==> config.mk <==
export PLATFORM = sky130hd
export DESIGN_NAME = htp_port
export DESIGN_NICKNAME = d
export VERILOG_FILES = /design/src/hw/htp_pkg.sv /design/src/hw/htp_fifo.sv /design/src/hw/htp_port.sv
export SDC_FILE = /design/constraint.sdc
export NUM_CORES = 2
export LEC_CHECK = 0
export BUFFER_PORTS_ARGS = -buffer_cell sky130_fd_sc_hd__buf_4
export CORE_MARGIN = 2
export CORE_UTILIZATION = 60
export DETAILED_ROUTE_END_ITERATION = 12
export PLACE_DENSITY = 0.77
export SLEW_MARGIN = 10
export SYNTH_ARGS = -nofsm -noshare
export SYNTH_HDL_FRONTEND = slang
export SYNTH_HIERARCHICAL = 1
export SYNTH_SLANG_ARGS = --single-unit
==> constraint.sdc <==
create_clock -name sys_clk_i -period 6 [get_ports sys_clk_i]
set_input_delay 0.6 -clock sys_clk_i [delete_from_list [all_inputs] [get_ports sys_clk_i]]
set_output_delay 0.6 -clock sys_clk_i [all_outputs]
set_load 0.02 [all_outputs]
==> src/hw/htp_pkg.sv <==
package htp_pkg;

  // ==========================================================
  // widths and depths
  localparam int unsigned TC_W        = 8;
  localparam int unsigned Q_W         = 9;
  localparam int unsigned Q_DEPTH     = 128;
  localparam int unsigned NEAR_MARGIN = 8;

  // ==========================================================
  // reset values and time counter step
  localparam logic [TC_W-1:0] TC_RESET  = 8'h00;
  localparam logic [TC_W-1:0] TC_STEP   = 8'h01;
  localparam logic [Q_W-1:0]  QD_RESET  = 9'h000;

  // ==========================================================
  // time-code send sequencer
  typedef enum logic [0:0] {
    HTP_TC_IDLE,
    HTP_TC_PEND
  } htp_tc_state_t;

endpackage

==> src/hw/htp_fifo.sv <==
`timescale 1ns/1ps
`default_nettype none

module htp_fifo #(
  parameter int unsigned W      = 9,
  parameter int unsigned DEPTH  = 128,
  parameter int unsigned MARGIN = 8
) (
  input  wire logic         sys_clk_i,
  input  wire logic         reset_n_i,
  input  wire logic         wr_valid_i,
  input  wire logic [W-1:0] wr_data_i,
  output logic              wr_ready_o,
  input  wire logic         rd_ready_i,
  output logic              rd_valid_o,
  output logic [W-1:0]      rd_data_o,
  output logic              full_o,
  output logic              empty_o,
  output logic              near_full_o,
  output logic              near_empty_o
);

  localparam int unsigned AW = (DEPTH > 1) ? $clog2(DEPTH) : 1;
  localparam int unsigned CW = $clog2(DEPTH + 1);
  localparam logic [CW-1:0] CNT_MAX = CW'(DEPTH);
  localparam logic [CW-1:0] CNT_MRG = CW'(MARGIN);
  localparam logic [AW-1:0] PTR_TOP = AW'(DEPTH - 1);
  localparam logic          NF_RST  = (DEPTH <= MARGIN);

  // ==========================================================
  // pointer arithmetic
  function automatic logic [AW-1:0] ptr_inc(input logic [AW-1:0] p);
    ptr_inc = (p == PTR_TOP) ? '0 : p + AW'(1);
  endfunction

  logic [W-1:0]  mem [DEPTH];
  logic [AW-1:0] wr_ptr_r;
  logic [AW-1:0] rd_ptr_r;
  logic [CW-1:0] cnt_r;
  logic [W-1:0]  rd_data_r;
  logic          full_r;
  logic          empty_r;
  logic          near_full_r;
  logic          near_empty_r;

  // overflow and underflow attempts are dropped here
  wire logic          do_wr   = wr_valid_i & ~full_r;
  wire logic          do_rd   = rd_ready_i & ~empty_r;
  wire logic [CW-1:0] cnt_nxt = cnt_r + CW'(do_wr) - CW'(do_rd);
  wire logic [CW-1:0] free_nxt = CNT_MAX - cnt_nxt;

  // ==========================================================
  // storage, no reset so it maps to ram
  always_ff @(posedge sys_clk_i) begin
    if (do_wr) begin
      mem[wr_ptr_r] <= wr_data_i;
    end
  end

  // ==========================================================
  // pointers, count, flags from the next count
  always_ff @(posedge sys_clk_i) begin
    if (!reset_n_i) begin
      wr_ptr_r     <= '0;
      rd_ptr_r     <= '0;
      cnt_r        <= '0;
      rd_data_r    <= '0;
      full_r       <= 1'b0;
      empty_r      <= 1'b1;
      near_full_r  <= NF_RST;
      near_empty_r <= 1'b1;
    end else begin
      if (do_wr) wr_ptr_r <= ptr_inc(wr_ptr_r);
      if (do_rd) rd_ptr_r <= ptr_inc(rd_ptr_r);
      if (do_rd) rd_data_r <= mem[rd_ptr_r];
      cnt_r        <= cnt_nxt;
      // flags settle on the same edge as the causing transfer
      full_r       <= (cnt_nxt == CNT_MAX);
      empty_r      <= (cnt_nxt == '0);
      near_full_r  <= (free_nxt <= CNT_MRG);
      near_empty_r <= (cnt_nxt <= CNT_MRG);
    end
  end

  assign wr_ready_o   = ~full_r;
  assign rd_valid_o   = ~empty_r;
  assign rd_data_o    = rd_data_r;
  assign full_o       = full_r;
  assign empty_o      = empty_r;
  assign near_full_o  = near_full_r;
  assign near_empty_o = near_empty_r;

endmodule // htp_fifo

`default_nettype wire

==> src/hw/htp_port.sv <==
// Overview of operation
// time request sends time-code from value bus
// send only in Run, after current character
// arrival strobe on valid code in Run
// value bus shows current time counter
// valid code equals counter plus one
// host holds request and value over edge
// arrival strobe driven from clock edges
// value bus updates only after clock edges
// push on edge with strobe and select low
// pop on edge, data changes after it
// near-full while eight or fewer slots free
// near-empty while eight or fewer words left
// send flags update with the causing push
// receive flags update with the causing pop
// receive data driven only when enabled; rx_data_oe_n_o follows rx_oe_n_i and port_select_n_i one clock late
// full push or empty pop changes nothing
// host throttles using full and near flags
`timescale 1ns/1ps
`default_nettype none

module htp_port #(
  parameter int unsigned Q_DEPTH = htp_pkg::Q_DEPTH,
  parameter int unsigned MARGIN  = htp_pkg::NEAR_MARGIN
) (
  input  wire logic                       sys_clk_i,
  input  wire logic                       reset_n_i,
  // host time-code side
  input  wire logic                       tick_req_i,
  input  wire logic [htp_pkg::TC_W-1:0]   time_val_i,
  output logic      [htp_pkg::TC_W-1:0]   time_val_o,
  output logic                            tick_arrive_o,
  // link side time-code
  input  wire logic                       link_run_i,
  input  wire logic                       char_done_i,
  output logic                            tc_send_o,
  output logic      [htp_pkg::TC_W-1:0]   tc_send_val_o,
  input  wire logic                       rx_tc_strobe_i,
  input  wire logic [htp_pkg::TC_W-1:0]   rx_tc_val_i,
  // host queue side
  input  wire logic                       port_select_n_i,
  input  wire logic                       tx_push_n_i,
  input  wire logic [htp_pkg::Q_W-1:0]    tx_data_i,
  output logic                            send_queue_full_o,
  output logic                            send_queue_near_full_o,
  input  wire logic                       rx_pop_n_i,
  input  wire logic                       rx_oe_n_i,
  output logic      [htp_pkg::Q_W-1:0]    rx_data_o,
  output logic                            rx_data_oe_n_o,
  output logic                            recv_queue_empty_o,
  output logic                            recv_queue_near_empty_o,
  // link side queues
  input  wire logic                       tx_link_ready_i,
  output logic                            tx_link_valid_o,
  output logic      [htp_pkg::Q_W-1:0]    tx_link_data_o,
  input  wire logic                       rx_link_valid_i,
  input  wire logic [htp_pkg::Q_W-1:0]    rx_link_data_i,
  output logic                            rx_link_ready_o
);

  // ==========================================================
  // time-code state
  htp_pkg::htp_tc_state_t         tc_state_r;
  htp_pkg::htp_tc_state_t         tc_state_nxt;
  logic [htp_pkg::TC_W-1:0]       time_cnt_r;
  logic [htp_pkg::TC_W-1:0]       time_cnt_nxt;
  logic [htp_pkg::TC_W-1:0]       send_val_r;
  logic [htp_pkg::TC_W-1:0]       time_val_r;
  logic                           tick_arrive_r;
  logic                           tc_send_r;
  logic [htp_pkg::TC_W-1:0]       tc_send_val_r;
  logic                           rx_oe_n_r;

  // ==========================================================
  // decode
  // request and value are sampled together on one edge
  wire logic take_req  = tick_req_i & link_run_i & (tc_state_r == htp_pkg::HTP_TC_IDLE);
  wire logic rx_tc     = rx_tc_strobe_i & link_run_i;
  wire logic rx_valid  = rx_tc & (rx_tc_val_i == time_cnt_r + htp_pkg::TC_STEP);
  wire logic send_now  = (tc_state_r == htp_pkg::HTP_TC_PEND) & link_run_i & char_done_i;
  wire logic push_req  = ~tx_push_n_i & ~port_select_n_i;
  wire logic pop_req   = ~rx_pop_n_i & ~port_select_n_i;

  // ==========================================================
  // send sequencer
  always_comb begin
    tc_state_nxt = tc_state_r;
    unique case (tc_state_r)
      htp_pkg::HTP_TC_IDLE: begin
        if (take_req) tc_state_nxt = htp_pkg::HTP_TC_PEND;
      end
      htp_pkg::HTP_TC_PEND: begin
        // a dropped link cancels the pending code
        if (!link_run_i || char_done_i) tc_state_nxt = htp_pkg::HTP_TC_IDLE;
      end
    endcase
  end

  // received code wins the counter if both land together
  assign time_cnt_nxt = rx_tc    ? rx_tc_val_i :
                        take_req ? time_val_i  : time_cnt_r;

  // ==========================================================
  // registers
  always_ff @(posedge sys_clk_i) begin
    if (!reset_n_i) begin
      tc_state_r    <= htp_pkg::HTP_TC_IDLE;
      time_cnt_r    <= htp_pkg::TC_RESET;
      send_val_r    <= htp_pkg::TC_RESET;
      time_val_r    <= htp_pkg::TC_RESET;
      tick_arrive_r <= 1'b0;
      tc_send_r     <= 1'b0;
      tc_send_val_r <= htp_pkg::TC_RESET;
      rx_oe_n_r     <= 1'b1;
    end else begin
      tc_state_r    <= tc_state_nxt;
      time_cnt_r    <= time_cnt_nxt;
      if (take_req) send_val_r <= time_val_i;
      time_val_r    <= time_cnt_nxt;
      tick_arrive_r <= rx_valid;
      tc_send_r     <= send_now;
      if (send_now) tc_send_val_r <= send_val_r;
      // one cycle late on both enable and release; host must allow a clock
      rx_oe_n_r     <= rx_oe_n_i | port_select_n_i;
    end
  end

  assign time_val_o     = time_val_r;
  assign tick_arrive_o  = tick_arrive_r;
  assign tc_send_o      = tc_send_r;
  assign tc_send_val_o  = tc_send_val_r;
  assign rx_data_oe_n_o = rx_oe_n_r;

  // ==========================================================
  // send queue: host pushes, link drains
  htp_fifo #(
    .W      (htp_pkg::Q_W),
    .DEPTH  (Q_DEPTH),
    .MARGIN (MARGIN)
  ) u_send_q (
    .sys_clk_i    (sys_clk_i),
    .reset_n_i    (reset_n_i),
    .wr_valid_i   (push_req),
    .wr_data_i    (tx_data_i),
    .wr_ready_o   (),
    .rd_ready_i   (tx_link_ready_i),
    .rd_valid_o   (tx_link_valid_o),
    .rd_data_o    (tx_link_data_o),
    .full_o       (send_queue_full_o),
    .empty_o      (),
    .near_full_o  (send_queue_near_full_o),
    .near_empty_o ()
  );

  // ==========================================================
  // receive queue: link fills, host pops
  htp_fifo #(
    .W      (htp_pkg::Q_W),
    .DEPTH  (Q_DEPTH),
    .MARGIN (MARGIN)
  ) u_recv_q (
    .sys_clk_i    (sys_clk_i),
    .reset_n_i    (reset_n_i),
    .wr_valid_i   (rx_link_valid_i),
    .wr_data_i    (rx_link_data_i),
    .wr_ready_o   (rx_link_ready_o),
    .rd_ready_i   (pop_req),
    .rd_valid_o   (),
    .rd_data_o    (rx_data_o),
    .full_o       (),
    .empty_o      (recv_queue_empty_o),
    .near_full_o  (),
    .near_empty_o (recv_queue_near_empty_o)
  );

endmodule // htp_port

`default_nettype wire
; Word-level counts from Yosys, hierarchy flattened
; Memories as Yosys holds them, arrays and structs flattened. A register that Yosys moved wholly into a read port is not among the register bits.
; Index checks and enable logic that the tools add are counted.
[word_totals]
output_inout_bits = 43
input_bits = 46
reg_bits = 78
ramBits = 2304
word_cells = 81
n_memories = 2
[mem_list]
columns = name, depth, word_bits, read_ports, rd_ports_with_merged_regs, write_ports, line
row1 = u_recv_q.mem, 128, 9, 1, 1, 1, htp_fifo.sv:36  ; logic [W-1:0] mem [DEPTH];
row2 = u_send_q.mem, 128, 9, 1, 1, 1, htp_fifo.sv:36
[op_classes]
n_bitwise = 21
n_addsub = 10
n_reduce_logical = 7
muxes = 13
eq_ne = 7
n_lt_le_gt_ge = 2
[ops]
columns = cell, count
row1 = "7-bit by 1-bit adder with 7-bit output, second input constant", 4
row2 = "7-bit == test, second input constant", 4
row3 = 7-bit two-way mux, 4
row4 = 8-bit by 1-bit adder with 8-bit output, 2
row5 = "8-bit == test, second input constant", 2
row6 = "8-bit by 4-bit <= comparator with 1-bit output, second input constant", 2
row7 = 8-bit zero test, 2
row8 = 8-bit two-way mux, 2
row9 = 8-bit by 1-bit subtractor with 8-bit output, 2
row10 = 1-bit bitwise AND, 12
row11 = "8-bit by 1-bit adder with 8-bit output, second input constant", 1
row12 = 8-bit == test, 1
row13 = 1-bit NOT, 8
row14 = "8-bit subtractor, first input constant", 1
row15 = 1-bit two-way mux, 6
row16 = 1-bit zero test, 3
row17 = 1-bit one-hot mux with 2 select lines, 1
row18 = 2-bit nonzero test, 1
row19 = 1-bit logical OR, 1
row20 = 1-bit OR, 1

; Depth between registers and ports, before layout
[depth]
depth_word = 7
ltp_mapped = 14
depth_no_buf = 14

; Modules after synthesis
; The synthesis kept the hierarchy.
[modules_own_cells]
columns = module, seq_area_each_um2, cells_each, n_inst, area_per_inst_um2
row1 = htp_fifo at u_recv_q, 35293.8, 2338, 1, 46749.8
row2 = htp_fifo at u_send_q, 35293.8, 2340, 1, 46539.6
row3 = htp_port, 560.5, 147, 1, 1345.0

; Worst setup path after synthesis
; No wires, ideal clock.
[synth_timing]
path_type = input-to-reg
startpoint = input port tx_link_ready_i
endpoint = register u_send_q.near_full_r (netlist: u_send_q/near_full_o)
setup_time_ps = 70
path_stages = 14
n_path_buf = 2
arrival_ps = 3540
required_ps = 5930
path_slack_ps = 2390
path_cell_list = nor2b_1 > clkbuf_1 > clkbuf_1 > ha_1 > inv_1 > ha_1 > inv_1 > fa_1 > nand2b_1 > a21oi_1 > o311ai_1 > or3_4 > or4_1 > a21oi_1
[synth_via]
elab_chain_cells = 4
[synth_rtl]
columns = item, line
row1 = from (decl), htp_port.sv:53  ; input wire logic tx_link_ready_i,
row2 = 1-bit bitwise AND, htp_fifo.sv:48  ; wire logic do_rd = rd_ready_i & ~empty_r;
row3 = via u_send_q.do_rd, htp_fifo.sv:48
row4 = 8-bit by 1-bit subtractor with 8-bit output, htp_fifo.sv:49  ; wire logic [CW-1:0] cnt_nxt = cnt_r + CW'(do_wr) - CW'(do_rd);
row5 = 8-bit subtractor, htp_fifo.sv:50  ; wire logic [CW-1:0] free_nxt = CNT_MAX - cnt_nxt;
row6 = 8-bit by 4-bit <= comparator with 1-bit output, htp_fifo.sv:80  ; near_full_r <= (free_nxt <= CNT_MRG);
row7 = to (signal assigned), htp_fifo.sv:80
row8 = to (decl), htp_fifo.sv:43  ; logic near_full_r;
; The timed path passes the listed nets, and every way through them passes these cells.
; A chain may end at the register's enable or synchronous reset.

==> impl_metrics.toml <==
[final_layout]
layout_commonest_cell = "edfxtp_1"
final_nets = 5011
mostFrequentLayoutCells = "edfxtp_1 (2304), mux2i_1 (469), mux4_2 (434)"
final_util_pct = 66.6
drive_above_1_share_pct = 18.6
areaGrowthSynthToFinish_pct = 10.1

[drt]
routed_wl_mm = 220
post_drt_wl_per_cell_um = 30.6
drtAntennaViolNets = 0
drt_iter0_markers = 6132
drt_pass1_iterations = 6
drcViolationCount = 0
avgViaCountPerCell = 6.68
num_vias = 48016

[critical_path]
startpoint = "u_send_q/rd_ptr_r[2]"
timing.critical_path.from_type = "flip-flop"
critPathCaptureType = "flip-flop"
critical_path_class = "flip-flop to flip-flop"
cp_max_fo = 38
reg2reg_depth = 7
timing.rr.start = "u_send_q/rd_ptr_r[2]"
crit_arrival_ns = 4.89
critPathRequiredTime_ns = 6.70

[cts]
root_buffer = "clkbuf_16"
numCtsBuffers = 224
cts_tree = "built"
cts_sinks = 2400
htree_levels = 4
worstSkewPairLatency_ns = 0.86
path_clk_slew_ns = 0.06
clockBufferDepth = 3
cts_resized = 0

[timing]
slew_headroom_pct = 18.5
hold_violations = 0
setup_viol = 0
tns_ns = 0
min_period_ns = 4.18
finalCritPeriodShare_pct = 69.7
grt_setup_unrepaired = "no"
tightestPinTransition_ns = 1.22
fmax_mhz = 239
clock_skew_ns = 0.0561
drv_slew = 0

[global_routing]
grt.total_usage_pct = 27.3
grt_pass1_wl_mm = 322
grt_max_degree = 115
grt_pass1_vias = 47854
antenna_found_initial = 3
grt-ovfl-total = 0

[placed_design]
numPortBuffers = 88
dp_hpwl_mm = 128
gp_congestion = 0.954

[floorplan]
die_h_um = 401
rows = 145
core_um2 = 156000
die_width_um = 401
die-area_um2 = 161000
pin_count = 89
initial_core_util_pct = 60.5

[yosys]
syn-instance-count = 4815
syn_area_um2 = 94500
syn_nets = 4884
ys_warn_count = 6
syn_area_per_cell_um2 = 19.6

[min_path]
holdCritStartpoint = "rx_tc_val_i[1]"
min_path_cells = 3
hold_class = "input pin to flip-flop"

[power_and_ir_drop]
pwr_density_cell_nw_per_um2 = 331
p_leak_uw = 0.0310
vdd_drop_max_uv = 319

[run_status]
status = "complete, no violations"

[job]
cap_violations = 0
## worst paths after layout
check / end / slack [ns]
max: u_send_q/rd_data_o[2] / 1.82
min: time_val_o[1] / 0.06
max reg2reg: u_send_q/rd_data_o[2] / 1.82
min reg2reg: tc_send_val_o[7] / 0.47
## layer usage
| layer | track usage [%] | wire length, um | vias up |
|---|---|---|---|
| li1 | - | - | 19957 |
| met1 | 36.5 | 80800 | 24774 |
| met2 | 44.3 | 108000 | 2734 |
| met3 | 4.87 | 19400 | 549 |
| met4 | 12.4 | 11000 | 2 |
| met5 | 0 | 13 | - |
## where the power goes
part	internal (uW)	switching, uW	total (uW)
clock	7930	6040	14000
sequential	18400	95.4	18500
combinational	788	1210	2000
## metrics by stage
stage	worst slack [ns]	total power, uW	cells	area, um^2	hold WS, ns
after detailed placement	1.27	20800	6766	96700	0.464
after floorplan	2.40	20200	4815	94500	0.441
final	1.82	34500	7186	104000	0.0636
after CTS	1.83	34700	7185	104000	0.00520
after global routing	1.56	35400	7185	104000	0.0343
after global placement	1.29	20800	6766	96700	0.455
## layout make-up
cell class                      count  area, um^2
Sequential cell                  2400       71100
Tap cell                         2058        2570
Inverter                           30         113
Clock inverter                    119        1250
Antenna cell                        1        2.50
Clock buffer                      292        6020
Fill cell                        9680       52300
Timing Repair Buffer              169        1430
Multi-Input combinational cell   2117       21600
## state kept, by name, summed over array words and instances, names as in the netlist, 7 cells and up
register / cells
u_send_q/cnt_r: 8
u_recv_q/wr_ptr_r: 7
u_send_q/wr_ptr_r: 7
u_send_q/rd_data_o: 9
u_recv_q/rd_data_o: 9
u_recv_q/rd_ptr_r: 7
u_recv_q/cnt_r: 8
u_send_q/mem: 1152
send_val_r: 8
tc_send_val_o: 8
u_send_q/rd_ptr_r: 7
time_val_o: 8
u_recv_q/mem: 1152
## critical path, stage by stage (launching register included)
cell and delay, ns:
dfxtp_4 0.77, buf_4 0.62, nand3b_2 0.77, o22ai_1 0.26
o21ai_0 0.54, o2111ai_1 0.35, a211oi_1 0.55, nor3_1 0.14
## repair_timing
action,in CTS,in global routing
endpoints found under the hold margin,9,0
setup buffers,0,0
hold buffers,8,0
No activity file was read; power rests on OpenSTA's default activity.
